[src/include/cor_pkg.sv]
/*
 * Shared constants and types for the codec output routing controls:
 * register offsets, field positions, reset values, bus states, and the
 * packed carriers between the register bank and the starved-DAC filler.
 * Assumes a 32-bit Avalon-MM slave port with byte addressing.
 */
// Contract
// With spread enable set, the spread selector lines for centre/LFE, surround and line out are driven.
// With spread enable clear (reset value), spreading happens only when jack sense turns it on.
// The jack sense input gates spreading through the jack-gated spread select field.
// Spread enable leaves the line out and headphone source selects untouched.
// While spreading is active the centre and LFE outputs are fed from the mono output path.
// Centre/LFE output disable clear keeps those outputs driven, set tri-states them.
// Down-mix select with upper bit clear (reset value) gives no down-mix unless jack sense asks.
// Down-mix select 10 sums centre and LFE equally into the mixer left and right.
// Down-mix select 11 also sums the surround channels into the mixer left and right.
// Surround output disable clear keeps the surround pins driven, set puts them in high impedance.
// The mute split flag is read-only and always reads 1.
// The vendor addressing flag is read-only and always reads 1.
// With DAC zero-fill clear, a starved DAC repeats its previous sample.
// With DAC zero-fill set, a starved DAC is fed zero samples.
// Software writes 0 to reserved bits and reserved bits read 0.
// New routing, down-mix or fill settings take effect at the next audio frame boundary.
package cor_pkg;

    // ------------------------------------------------------------------
    // Register map (byte addresses)
    // ------------------------------------------------------------------
    localparam int unsigned COR_AW = 8;
    localparam logic [7:0] COR_OFS_CTRL = 8'h00;
    localparam logic [7:0] COR_OFS_JACK = 8'h04;
    localparam logic [7:0] COR_OFS_STAT = 8'h08;

    // Control register fields
    localparam int unsigned COR_B_SPREAD = 0;
    localparam int unsigned COR_B_CL_DIS = 1;
    localparam int unsigned COR_B_DOWNMIX_SELECT_LO = 2;
    localparam int unsigned COR_B_DOWNMIX_SELECT_HI = 3;
    localparam int unsigned COR_B_SURR_DIS = 4;
    localparam int unsigned COR_B_ZFILL = 5;
    localparam int unsigned COR_B_MSPLIT = 6;
    localparam int unsigned COR_B_VADDR = 7;
    localparam int unsigned COR_B_LINE_OUT_SOURCE_SELECT = 8;
    localparam int unsigned COR_B_HEADPHONE_SOURCE_SELECT_LO = 9;
    localparam int unsigned COR_B_HEADPHONE_SOURCE_SELECT_HI = 10;

    // Jack register fields
    localparam int unsigned COR_B_JSPREAD = 0;
    localparam int unsigned COR_B_JDMIX_LO = 1;
    localparam int unsigned COR_B_JDMIX_HI = 2;
    localparam int unsigned COR_B_JSTATE_LO = 8;
    localparam int unsigned COR_B_JSTATE_HI = 9;

    // Status register fields
    localparam int unsigned COR_B_S_SPREAD = 0;
    localparam int unsigned COR_B_S_DOWNMIX_SELECT_LO = 1;
    localparam int unsigned COR_B_S_DOWNMIX_SELECT_HI = 2;
    localparam int unsigned COR_B_S_CL_OE_B = 3;
    localparam int unsigned COR_B_S_SURR_OE_B = 4;
    localparam int unsigned COR_B_S_ZFILL = 5;
    localparam int unsigned COR_B_S_STARVED = 6;

    // Byte lanes that hold writable bits
    localparam int unsigned COR_LANE0 = 0;
    localparam int unsigned COR_LANE1 = 1;

    // Fixed read-only flag values
    localparam logic COR_MUTE_SPLIT_VAL = 1'b1;
    localparam logic COR_VEND_ADDR_VAL = 1'b1;

    // Down-mix codes; any code with upper bit clear means none
    localparam logic [1:0] COR_DOWNMIX_SELECT_NONE = 2'b00;
    localparam logic [1:0] COR_DOWNMIX_SELECT_6TO4 = 2'b10;
    localparam logic [1:0] COR_DOWNMIX_SELECT_6TO2 = 2'b11;
    localparam int unsigned COR_DOWNMIX_SELECT_ON = 1;

    // Jack sense input lanes
    localparam int unsigned COR_JS_W = 2;
    localparam int unsigned COR_JS_SPREAD = 0;
    localparam int unsigned COR_JS_DOWNMIX_SELECT = 1;

    // DAC frame geometry
    localparam int unsigned COR_NCH = 6;
    localparam int unsigned COR_SW = 20;
    localparam logic [COR_SW-1:0] COR_ZERO_SAMPLE = 20'h0_0000;

    localparam logic [31:0] COR_RD_ZERO = 32'h0000_0000;

    // ------------------------------------------------------------------
    // Types
    // ------------------------------------------------------------------
    typedef enum logic [1:0] {
        COR_BUS_IDLE = 2'b01,
        COR_BUS_ACK = 2'b10
    } cor_bus_st_t;

    typedef struct packed {
        logic [1:0] hp_sel;
        logic line_sel;
        logic zero_fill;
        logic surr_dis;
        logic [1:0] downmix_select;
        logic cl_dis;
        logic spread;
    } cor_cfg_t;

    localparam cor_cfg_t COR_CFG_RST = '{hp_sel: 2'b00, line_sel: 1'b0, zero_fill: 1'b0,
        surr_dis: 1'b0, downmix_select: 2'b00, cl_dis: 1'b0, spread: 1'b0};

    typedef struct packed {
        logic [1:0] downmix_select_gate;
        logic spread_gate;
    } cor_jack_t;

    localparam cor_jack_t COR_JACK_RST = '{downmix_select_gate: 2'b00, spread_gate: 1'b0};

    typedef struct packed {
        logic spread_cl_sel;
        logic spread_surr_sel;
        logic spread_line_sel;
        logic cl_from_mono;
        logic mix_cl_lr;
        logic mix_surr_lr;
        logic cl_oe_b;
        logic surr_oe_b;
        logic line_sel;
        logic [1:0] hp_sel;
        logic [1:0] downmix_select_act;
    } cor_route_t;

    // Output enables are active low, so high means pins released; reset keeps them driven
    localparam cor_route_t COR_ROUTE_RST = '{spread_cl_sel: 1'b0, spread_surr_sel: 1'b0,
        spread_line_sel: 1'b0, cl_from_mono: 1'b0, mix_cl_lr: 1'b0, mix_surr_lr: 1'b0,
        cl_oe_b: 1'b0, surr_oe_b: 1'b0, line_sel: 1'b0, hp_sel: 2'b00, downmix_select_act: 2'b00};

    typedef logic [COR_NCH-1:0][COR_SW-1:0] cor_frame_t;

    typedef struct packed {
        cor_frame_t data;
        logic starved;
    } cor_dac_st_t;

    typedef struct packed {
        cor_bus_st_t st;
        logic waitreq;
        logic [31:0] rdata;
        cor_cfg_t cfg;
        cor_jack_t jcfg;
        cor_cfg_t live;
        cor_jack_t jlive;
        logic [COR_JS_W-1:0] js_m;
        logic [COR_JS_W-1:0] js_s;
        cor_route_t route;
    } cor_st_t;

endpackage : cor_pkg

[src/verilog/cor_dac_fill.sv]
/*
 * Starved-DAC filler: once per audio frame, loads a fresh six-channel
 * sample set, or, when none is ready, repeats the last set or feeds zeros.
 * Assumes frame strobe, valid and data come from logic on the same clock.
 */
`timescale 1ns/1ps
`default_nettype none

module cor_dac_fill
    import cor_pkg::*;
(
    input wire logic i_clk,
    input wire logic i_rst_b,
    input wire logic i_frame,
    input wire logic i_dac_valid,
    input wire cor_frame_t i_dac_data,
    input wire logic i_zero_fill,
    output cor_frame_t o_dac_data,
    output logic o_starved
);

    cor_dac_st_t st_q;
    cor_dac_st_t st_d;

    // ------------------------------------------------------------------
    // Per-channel fill selection
    // ------------------------------------------------------------------
    cor_frame_t fill;

    genvar ch;
    generate
        for (ch = 0; ch < COR_NCH; ch++) begin : g_ch
            // Zero or repeat; fill mode is latched per frame by the parent
            assign fill[ch] = i_zero_fill ? COR_ZERO_SAMPLE : st_q.data[ch];
        end
    endgenerate

    // Next state only moves on a frame boundary, so no frame is torn
    always_comb begin
        st_d = st_q;
        if (i_frame) begin
            st_d.starved = !i_dac_valid;
            st_d.data = i_dac_valid ? i_dac_data : fill;
        end
    end

    always_ff @(posedge i_clk) begin
        if (!i_rst_b) begin
            st_q <= '0;
        end else begin
            st_q <= st_d;
        end
    end

    assign o_dac_data = st_q.data;
    assign o_starved = st_q.starved;

endmodule : cor_dac_fill

`default_nettype wire

[src/verilog/cor_routing.sv]
/*
 * Codec output routing register bank: spread, down-mix, output tri-state,
 * read-only capability flags and DAC fill mode, reached over Avalon-MM
 * with waitrequest. Settings written by software land in a shadow copy
 * and are applied at the next audio frame strobe.
 * Assumes i_frame is a one-cycle pulse from same-clock link logic and
 * i_jack_sense comes from pins (synchronised here).
 */
// Chosen here: the Avalon-MM slave port and the placing of the registers.
`timescale 1ns/1ps
`default_nettype none

module cor_routing
    import cor_pkg::*;
(
    input wire logic i_clk,
    input wire logic i_rst_b,
    // Avalon-MM slave
    input wire logic [COR_AW-1:0] i_address,
    input wire logic i_read,
    input wire logic i_write,
    input wire logic [31:0] i_writedata,
    input wire logic [3:0] i_byteenable,
    output logic [31:0] o_readdata,
    output logic o_waitrequest,
    // Frame timing and jack sense pins
    input wire logic i_frame,
    input wire logic [COR_JS_W-1:0] i_jack_sense,
    // DAC sample path
    input wire logic i_dac_valid,
    input wire cor_frame_t i_dac_data,
    output cor_frame_t o_dac_data,
    // Analogue selector and pin controls
    output cor_route_t o_route
);

    cor_st_t q;
    cor_st_t d;

    logic starved;

    // ------------------------------------------------------------------
    // Register read image
    // ------------------------------------------------------------------
    logic [31:0] ctrl_img;
    logic [31:0] jack_img;
    logic [31:0] stat_img;
    logic [31:0] rd_img;
    logic addr_hit;

    // Unlisted bits stay zero so reserved fields read back as zero
    always_comb begin
        ctrl_img = COR_RD_ZERO;
        ctrl_img[COR_B_SPREAD] = q.cfg.spread;
        ctrl_img[COR_B_CL_DIS] = q.cfg.cl_dis;
        ctrl_img[COR_B_DOWNMIX_SELECT_HI:COR_B_DOWNMIX_SELECT_LO] = q.cfg.downmix_select;
        ctrl_img[COR_B_SURR_DIS] = q.cfg.surr_dis;
        ctrl_img[COR_B_ZFILL] = q.cfg.zero_fill;
        ctrl_img[COR_B_MSPLIT] = COR_MUTE_SPLIT_VAL;
        ctrl_img[COR_B_VADDR] = COR_VEND_ADDR_VAL;
        ctrl_img[COR_B_LINE_OUT_SOURCE_SELECT] = q.cfg.line_sel;
        ctrl_img[COR_B_HEADPHONE_SOURCE_SELECT_HI:COR_B_HEADPHONE_SOURCE_SELECT_LO] = q.cfg.hp_sel;
    end

    // Jack image shows configured gating plus synchronised pin state
    always_comb begin
        jack_img = COR_RD_ZERO;
        jack_img[COR_B_JSPREAD] = q.jcfg.spread_gate;
        jack_img[COR_B_JDMIX_HI:COR_B_JDMIX_LO] = q.jcfg.downmix_select_gate;
        jack_img[COR_B_JSTATE_HI:COR_B_JSTATE_LO] = q.js_s;
    end

    // Status image shows what is applied now, not what was written
    always_comb begin
        stat_img = COR_RD_ZERO;
        stat_img[COR_B_S_SPREAD] = q.route.spread_cl_sel;
        stat_img[COR_B_S_DOWNMIX_SELECT_HI:COR_B_S_DOWNMIX_SELECT_LO] = q.route.downmix_select_act;
        stat_img[COR_B_S_CL_OE_B] = q.route.cl_oe_b;
        stat_img[COR_B_S_SURR_OE_B] = q.route.surr_oe_b;
        stat_img[COR_B_S_ZFILL] = q.live.zero_fill;
        stat_img[COR_B_S_STARVED] = starved;
    end

    // Address decode; unmapped reads return zero, writes are dropped
    always_comb begin
        addr_hit = 1'b1;
        case (i_address)
            COR_OFS_CTRL: rd_img = ctrl_img;
            COR_OFS_JACK: rd_img = jack_img;
            COR_OFS_STAT: rd_img = stat_img;
            default: begin
                rd_img = COR_RD_ZERO;
                addr_hit = 1'b0;
            end
        endcase
    end

    // ------------------------------------------------------------------
    // Effective routing from the live settings and jack state
    // ------------------------------------------------------------------
    logic spread_act;
    logic [1:0] downmix_select_act;
    cor_route_t route_n;

    // Software spread or a jack-gated spread; either one turns it on
    assign spread_act = d.live.spread
        | (d.jlive.spread_gate & q.js_s[COR_JS_SPREAD]);

    // Software code wins when its upper bit is set; else jack may select
    always_comb begin
        if (d.live.downmix_select[COR_DOWNMIX_SELECT_ON]) begin
            downmix_select_act = d.live.downmix_select;
        end else if (q.js_s[COR_JS_DOWNMIX_SELECT] && d.jlive.downmix_select_gate[COR_DOWNMIX_SELECT_ON]) begin
            downmix_select_act = d.jlive.downmix_select_gate;
        end else begin
            downmix_select_act = COR_DOWNMIX_SELECT_NONE;
        end
    end

    // Selector lines; line out and headphone selects bypass spreading
    always_comb begin
        route_n = COR_ROUTE_RST;
        route_n.spread_cl_sel = spread_act;
        route_n.spread_surr_sel = spread_act;
        route_n.spread_line_sel = spread_act;
        route_n.cl_from_mono = spread_act;
        route_n.mix_cl_lr = downmix_select_act[COR_DOWNMIX_SELECT_ON];
        route_n.mix_surr_lr = (downmix_select_act == COR_DOWNMIX_SELECT_6TO2);
        route_n.cl_oe_b = d.live.cl_dis;
        route_n.surr_oe_b = d.live.surr_dis;
        route_n.line_sel = d.live.line_sel;
        route_n.hp_sel = d.live.hp_sel;
        route_n.downmix_select_act = downmix_select_act;
    end

    // ------------------------------------------------------------------
    // Next state: bus handshake, shadow writes, frame-aligned apply
    // ------------------------------------------------------------------
    logic req;
    logic commit;

    assign req = i_read | i_write;
    // Access completes at the edge where waitrequest is seen low
    assign commit = (q.st == COR_BUS_ACK) && req;

    always_comb begin
        d = q;
        // Jack pins: first stage only feeds the second
        d.js_m = i_jack_sense;
        d.js_s = q.js_m;

        // One wait cycle per access keeps read data a registered value
        case (q.st)
            COR_BUS_IDLE: begin
                if (req) begin
                    d.st = COR_BUS_ACK;
                    d.waitreq = 1'b0;
                    d.rdata = i_read ? rd_img : COR_RD_ZERO;
                end
            end
            COR_BUS_ACK: begin
                d.st = COR_BUS_IDLE;
                d.waitreq = 1'b1;
            end
            default: begin
                d.st = COR_BUS_IDLE;
                d.waitreq = 1'b1;
            end
        endcase

        // Writes only touch the shadow copy; read-only flags ignore writes
        if (commit && i_write && addr_hit) begin
            if (i_address == COR_OFS_CTRL) begin
                if (i_byteenable[COR_LANE0]) begin
                    d.cfg.spread = i_writedata[COR_B_SPREAD];
                    d.cfg.cl_dis = i_writedata[COR_B_CL_DIS];
                    d.cfg.downmix_select = i_writedata[COR_B_DOWNMIX_SELECT_HI:COR_B_DOWNMIX_SELECT_LO];
                    d.cfg.surr_dis = i_writedata[COR_B_SURR_DIS];
                    d.cfg.zero_fill = i_writedata[COR_B_ZFILL];
                end
                if (i_byteenable[COR_LANE1]) begin
                    d.cfg.line_sel = i_writedata[COR_B_LINE_OUT_SOURCE_SELECT];
                    d.cfg.hp_sel = i_writedata[COR_B_HEADPHONE_SOURCE_SELECT_HI:COR_B_HEADPHONE_SOURCE_SELECT_LO];
                end
            end else if (i_address == COR_OFS_JACK) begin
                if (i_byteenable[COR_LANE0]) begin
                    d.jcfg.spread_gate = i_writedata[COR_B_JSPREAD];
                    d.jcfg.downmix_select_gate = i_writedata[COR_B_JDMIX_HI:COR_B_JDMIX_LO];
                end
            end
        end

        // Shadow to live only at a frame strobe; a write landing on the
        // strobe edge waits for the following frame
        if (i_frame) begin
            d.live = q.cfg;
            d.jlive = q.jcfg;
        end

        // Route outputs registered; jack changes also step per frame
        if (i_frame) begin
            d.route = route_n;
        end
    end

    always_ff @(posedge i_clk) begin
        if (!i_rst_b) begin
            q.st <= COR_BUS_IDLE;
            q.waitreq <= 1'b1;
            q.rdata <= COR_RD_ZERO;
            q.cfg <= COR_CFG_RST;
            q.jcfg <= COR_JACK_RST;
            q.live <= COR_CFG_RST;
            q.jlive <= COR_JACK_RST;
            q.js_m <= '0;
            q.js_s <= '0;
            q.route <= COR_ROUTE_RST;
        end else begin
            q <= d;
        end
    end

    // ------------------------------------------------------------------
    // Starved-DAC filler, fill mode as applied at this very frame
    // ------------------------------------------------------------------
    cor_dac_fill u_fill (
        .i_clk(i_clk),
        .i_rst_b(i_rst_b),
        .i_frame(i_frame),
        .i_dac_valid(i_dac_valid),
        .i_dac_data(i_dac_data),
        .i_zero_fill(d.live.zero_fill),
        .o_dac_data(o_dac_data),
        .o_starved(starved)
    );

    // ------------------------------------------------------------------
    // Outputs straight from flip-flops
    // ------------------------------------------------------------------
    // Waitrequest is high except for the single completing cycle
    assign o_waitrequest = q.waitreq;
    assign o_readdata = q.rdata;
    assign o_route = q.route;

endmodule : cor_routing

`default_nettype wire

[config.mk]
export PLATFORM = sky130hd
export DESIGN_NAME = cor_routing
export DESIGN_NICKNAME = d
export VERILOG_FILES = /design/src/include/cor_pkg.sv /design/src/verilog/cor_dac_fill.sv /design/src/verilog/cor_routing.sv
export SDC_FILE = /design/constraint.sdc
export NUM_CORES = 1
export LEC_CHECK = 0
export BUFFER_PORTS_ARGS = -buffer_cell sky130_fd_sc_hd__buf_2
export CAP_MARGIN = 20
export CORE_AREA = 2 2 132 134
export DETAILED_ROUTE_END_ITERATION = 8
export DIE_AREA = 0 0 134 136
export PLACE_DENSITY = 0.67
export SYNTH_ARGS = -nofsm -noshare
export SYNTH_HDL_FRONTEND = slang
export SYNTH_SLANG_ARGS = --single-unit
[constraint.sdc]
create_clock -name i_clk -period 2.8 [get_ports i_clk]
set_clock_uncertainty 0.1 [all_clocks]
set_input_delay 0.42 -clock i_clk [delete_from_list [all_inputs] [get_ports i_clk]]
set_output_delay 0.42 -clock i_clk [all_outputs]
set_load 0.03 [all_outputs]
Yosys cells after proc, flatten, opt, wreduce, memory -nomap -nowiden
Cells that the tools add are included.

cells by class
  reduce and logical (&&, ||, !) cells = 14
  equality and inequality tests = 5
  bitwise logic cells = 4
  muxes and demuxes = 8

operators by type and width
  cell                                                             number
  120-bit two-way mux                                              1
  11-bit case mux with 3 select lines                              1
  32-bit two-way mux                                               1
  20-bit two-way mux                                               1
  12-bit two-way mux                                               1
  8-bit by 3-bit == test with 1-bit output, second input constant  1
  8-bit by 4-bit == test with 1-bit output, second input constant  1
  8-bit logical NOT                                                1
  2-bit AND reduction                                              3
  3-bit AND reduction                                              2
  2-bit == test, second input constant                             2
  1-bit logical AND                                                4
  2-bit two-way mux                                                2
  4-bit AND reduction                                              1
  3-bit OR reduction                                               1
  2-bit by 1-bit == test with 1-bit output, second input constant  1
  1-bit bitwise OR                                                 2
  2-bit nonzero test                                               1
  1-bit bitwise AND                                                1
  1-bit logical NOT                                                1
  1-bit two-way mux                                                1
  1-bit NOT                                                        1

word-level totals
  flip-flop bits (word level) = 194
  word-level logic and storage cells = 69
  input bits = 172
  output and inout bits = 166

Logic depth before layout (Yosys ltp)
  word-level depth = 5
  gate-level depth with buffers = 6
  mapped depth without buffers = 3

Modules after synthesis
A second synthesis with hierarchy kept.

unflattened totals
  cells, all modules = 762
  area, all modules = 6869.1 um2

modules (own cells, without submodules)
  module        area an instance (um2)  instances  seq. area each (um2)  cells each
  cor_dac_fill  4936.0                  1          2422.3                537
  cor_routing   1933.1                  1          780.7                 225

Worst setup path after synthesis
No wires, ideal clock.

  path kind = register -> register
  start point = register q[74] in the netlist's numbering
  end point = register q, in the netlist o_readdata[3]
  data arrival time = 1.205 ns
  library setup time = 0.117 ns
  cell stages (with the launch flop) = 5
  path buffers = 1
  path slack = 1.379 ns
  path through = dfxtp_1 nor2b_1 a21oi_1 buf_2 a22o_1

between the ends
  cells in the longest elaborated chain, start to end = 2

ends and longest elaborated chain
  element                                   line                RTL
  from (decl)                               cor_routing.sv:37   cor_st_t q;
  2-bit by 1-bit == test with 1-bit output  cor_routing.sv:153  case (q.st)
  2-bit AND reduction (no source line)      --

No other way between the ends.
A chain may end at the register's enable or synchronous reset.

Worst setup path after layout
  start point = register q, in the netlist ctrl_img[5]
  end point = register u_fill.st_q, in the netlist u_fill.o_dac_data[6]

between the ends
  cells in the longest elaborated chain, start to end = 3

ends and longest elaborated chain
  element                               line                RTL
  12-bit two-way mux                    cor_routing.sv:195  if (i_frame) begin
  2-bit nonzero test (no source line)   --
  2-bit AND reduction (no source line)  --
  to (signal assigned)                  cor_dac_fill.sv:51  st_q <= st_d;
  to (decl)                             cor_dac_fill.sv:22  cor_dac_st_t st_q;

No other way between the ends.

==> reports/results.txt <==
final WL = 16100 µm
first-pass GRT wire length = 25000 µm
CTS Buf Count = 17
Synth Flop Type = dfxtp_1
area delta synth->final = 32.4%
Critical Path AT = 2090 ps
number of synthesized flops with an enable pin = 0
Final min period = 1840 ps
Pwr per Cell Area = 692 nW/µm²
row cnt = 48
worst slew pin tran = 641 ps
Routed wire per std cell = 14.7 µm
Placeable Area = 16900 µm²
max_cap viols = 0
flop2flop setup slack = 960 ps
Final Wtd Congestion = 0.719
io pins = 338
CTS Hold Bufs = 0
asr flop ratio synth = 0
area of the multi-input gates = 2220 µm²
CTS Root Buffer Type = clkbuf_16
Resized cells post-CTS = 0
switching power = 1.43 mW
Sequential cell area = 3200 µm²
synthesized flop and latch total = 160
reg2reg path depth = 4
Worst setup SP type = flop
Final #Nets = 1030
Leak Pwr = 3.80 nW
setup bufs post-CTS = 0
commonest cells in the netlist = 160 x dfxtp_1, 129 x nor2_1, 120 x a22oi_1
final core occ = 0.466
setup TNS = 0 ps
worst r2r src = ctrl_img[5]
most frequent cell after synthesis = dfxtp_1
Synth warnings = 0
Mapped Avg Cell Area = 9.59 µm²
DR vias/cell = 4.75
synthesized instance count = 620
Worst Hold Slack = 110 ps
all-layer global routing usage = 0.173
worst min-delay path category = primary input to flop
VDD IR-drop max = 444 µV
area post-placement = 7270 µm²
Port-buffer cells = 291
sw frac = 0.262
Synth area leaders = dfxtp_1 54%, a22oi_1 15%, nor2_1 8.1%, buf_4 5.9%, mux2i_1 3.5%
Design Area, Final = 7870 µm²
Comb pwr share = 0.123
via count of the first global-routing pass = 4958
share of cells above drive strength 1 = 0.385
Max Slew Vio Count = 0
worst setup slack after placement = 781 ps
post-DP HPWL = 11100 µm
Max FO, Critical Path = 37
pin count of the biggest net entering global routing = 127
Worst Hold Depth = 2
Die H = 136 µm
Final Worst Setup Slack = 964 ps
clock group share of total power = 0.435
vias post-DR = 5201
unrepaired setup endpoints after global routing = false
Netlist Area Pre-Place = 5940 µm²
Synth area leader = dfxtp_1
WS Path Type = flop to flop
synth unique cells = 31
period utilisation layout = 0.656
Setup crit end kind = flop
HP Start = i_jack_sense[0]
Die ar. = 18200 µm²
# fillers = 1678
DR iter-0 viols = 310
worst skew pair latency = 410 ps
GRT overflow = 0
Critical Path RT = 3050 ps
sequential area share after synthesis = 0.539
Initial Util = 0.352
Final Hold Viols = 0
reg2reg end = u_fill.o_dac_data[6]
Synth top area share = 0.539
Die Wd = 134 µm
Clock Tree Buf Depth = 2
DRT Pass-1 Iters = 4
CTS tree = built
Final Setup Violations = 0
fmax = 545 MHz
H-tree Lvls = 4
antenna violation net count after detailed routing = 0
hold path endpoint = d[13]
Sink Count = 160
Flop pwr share = 0.443
max_slew headroom = 0.571
outcome = complete, no violations
Internal = 4.02 mW
DRC = 0
initial antenna violation count = 1
Clk pin slew, worst setup/hold paths = 70 ps
-- critical path, cell delays in order (launching register included) --
cell	delay, ps
dfxtp_1	360
o21ai_4	550
buf_4	470
a22oi_1	160
nor2_1	110
-- cell families (layout without fill, tap and decap cells) --
group / after synthesis / count (layout) / synth area share
compound gates: 152 / 152 / 0.190
buf+inv: 102 / 332 / 0.102
flops: 160 / 160 / 0.539
mux: 21 / 21 / 0.0354
other cells: 1 / 22 / 0.000631
simple gates: 184 / 184 / 0.133
-- layout make-up --
cell class              instances  area share
flip-flops and latches        160       0.407
inverters                       3     0.00175
repair buffers                298       0.197
clock inverters                13      0.0202
clock buffers                  18      0.0558
diodes                          1    0.000318
well taps                     225      0.0358
multi-input cells             378       0.283
-- state kept, by name, summed over array words and instances, names as in the netlist --
signal,count
u_fill.o_dac_data,120
o_readdata,11
ctrl_img,9
o_route,9
jack_img,5
q,3
d,2
u_fill.o_starved,1
-- power by group through the flow --
stage / Clock, mW / Combinational [mW] / Sequential [mW]
after floorplan: 0 / 0.297 / 2.62
after global placement: 0 / 0.667 / 2.46
after detailed placement: 0 / 0.673 / 2.46
after CTS: 2.44 / 0.674 / 2.41
after global routing: 2.53 / 0.725 / 2.42
final: 2.37 / 0.667 / 2.41
-- cell usage in the layout (no fill, tap or decap), drive strengths merged, types with 4 or more instances in the layout --
cell,netlist,layout
buf,78,298
dfxtp,160,160
nor2,129,129
a22oi,120,120
nand2,28,28
mux2i,21,21
conb,1,21
clkbuf,21,18
a21oi,11,11
a22o,8,8
and2,8,8
clkinv,0,7
inv,3,6
nand2b,5,5
o21ai,4,4
-- metrics by stage --
stage          power [mW]  cells
3_5_place_dp         3.13   1064
4_1_cts              5.53   1095
5_1_grt              5.67   1095
3_3_place_gp         3.12   1064
6_report             5.44   1096
2_1_floorplan        2.91    640
-- routing by layer --
layer | wire, µm | GRT usage
met1 | 6750 | 0.204
met2 | 7840 | 0.292
met3 | 1290 | 0.0615
met4 | 166 | 0.0556
met5 | 13 | 0
-- how the worst max path moves through the flow --
stage                            from                      to  slack (ps)  cells past startpoint
after global placement    i_dac_valid  u_fill.o_dac_data[113]         810                      5
after CTS                 ctrl_img[5]  u_fill.o_dac_data[115]         920                      4
after detailed placement  i_dac_valid    u_fill.o_dac_data[6]         780                      5
final                     ctrl_img[5]    u_fill.o_dac_data[6]         960                      4
after floorplan                 q[74]           o_readdata[3]        1380                      4
after global routing      ctrl_img[5]    u_fill.o_dac_data[4]         800                      4
Power figures use the tool's default switching activity.
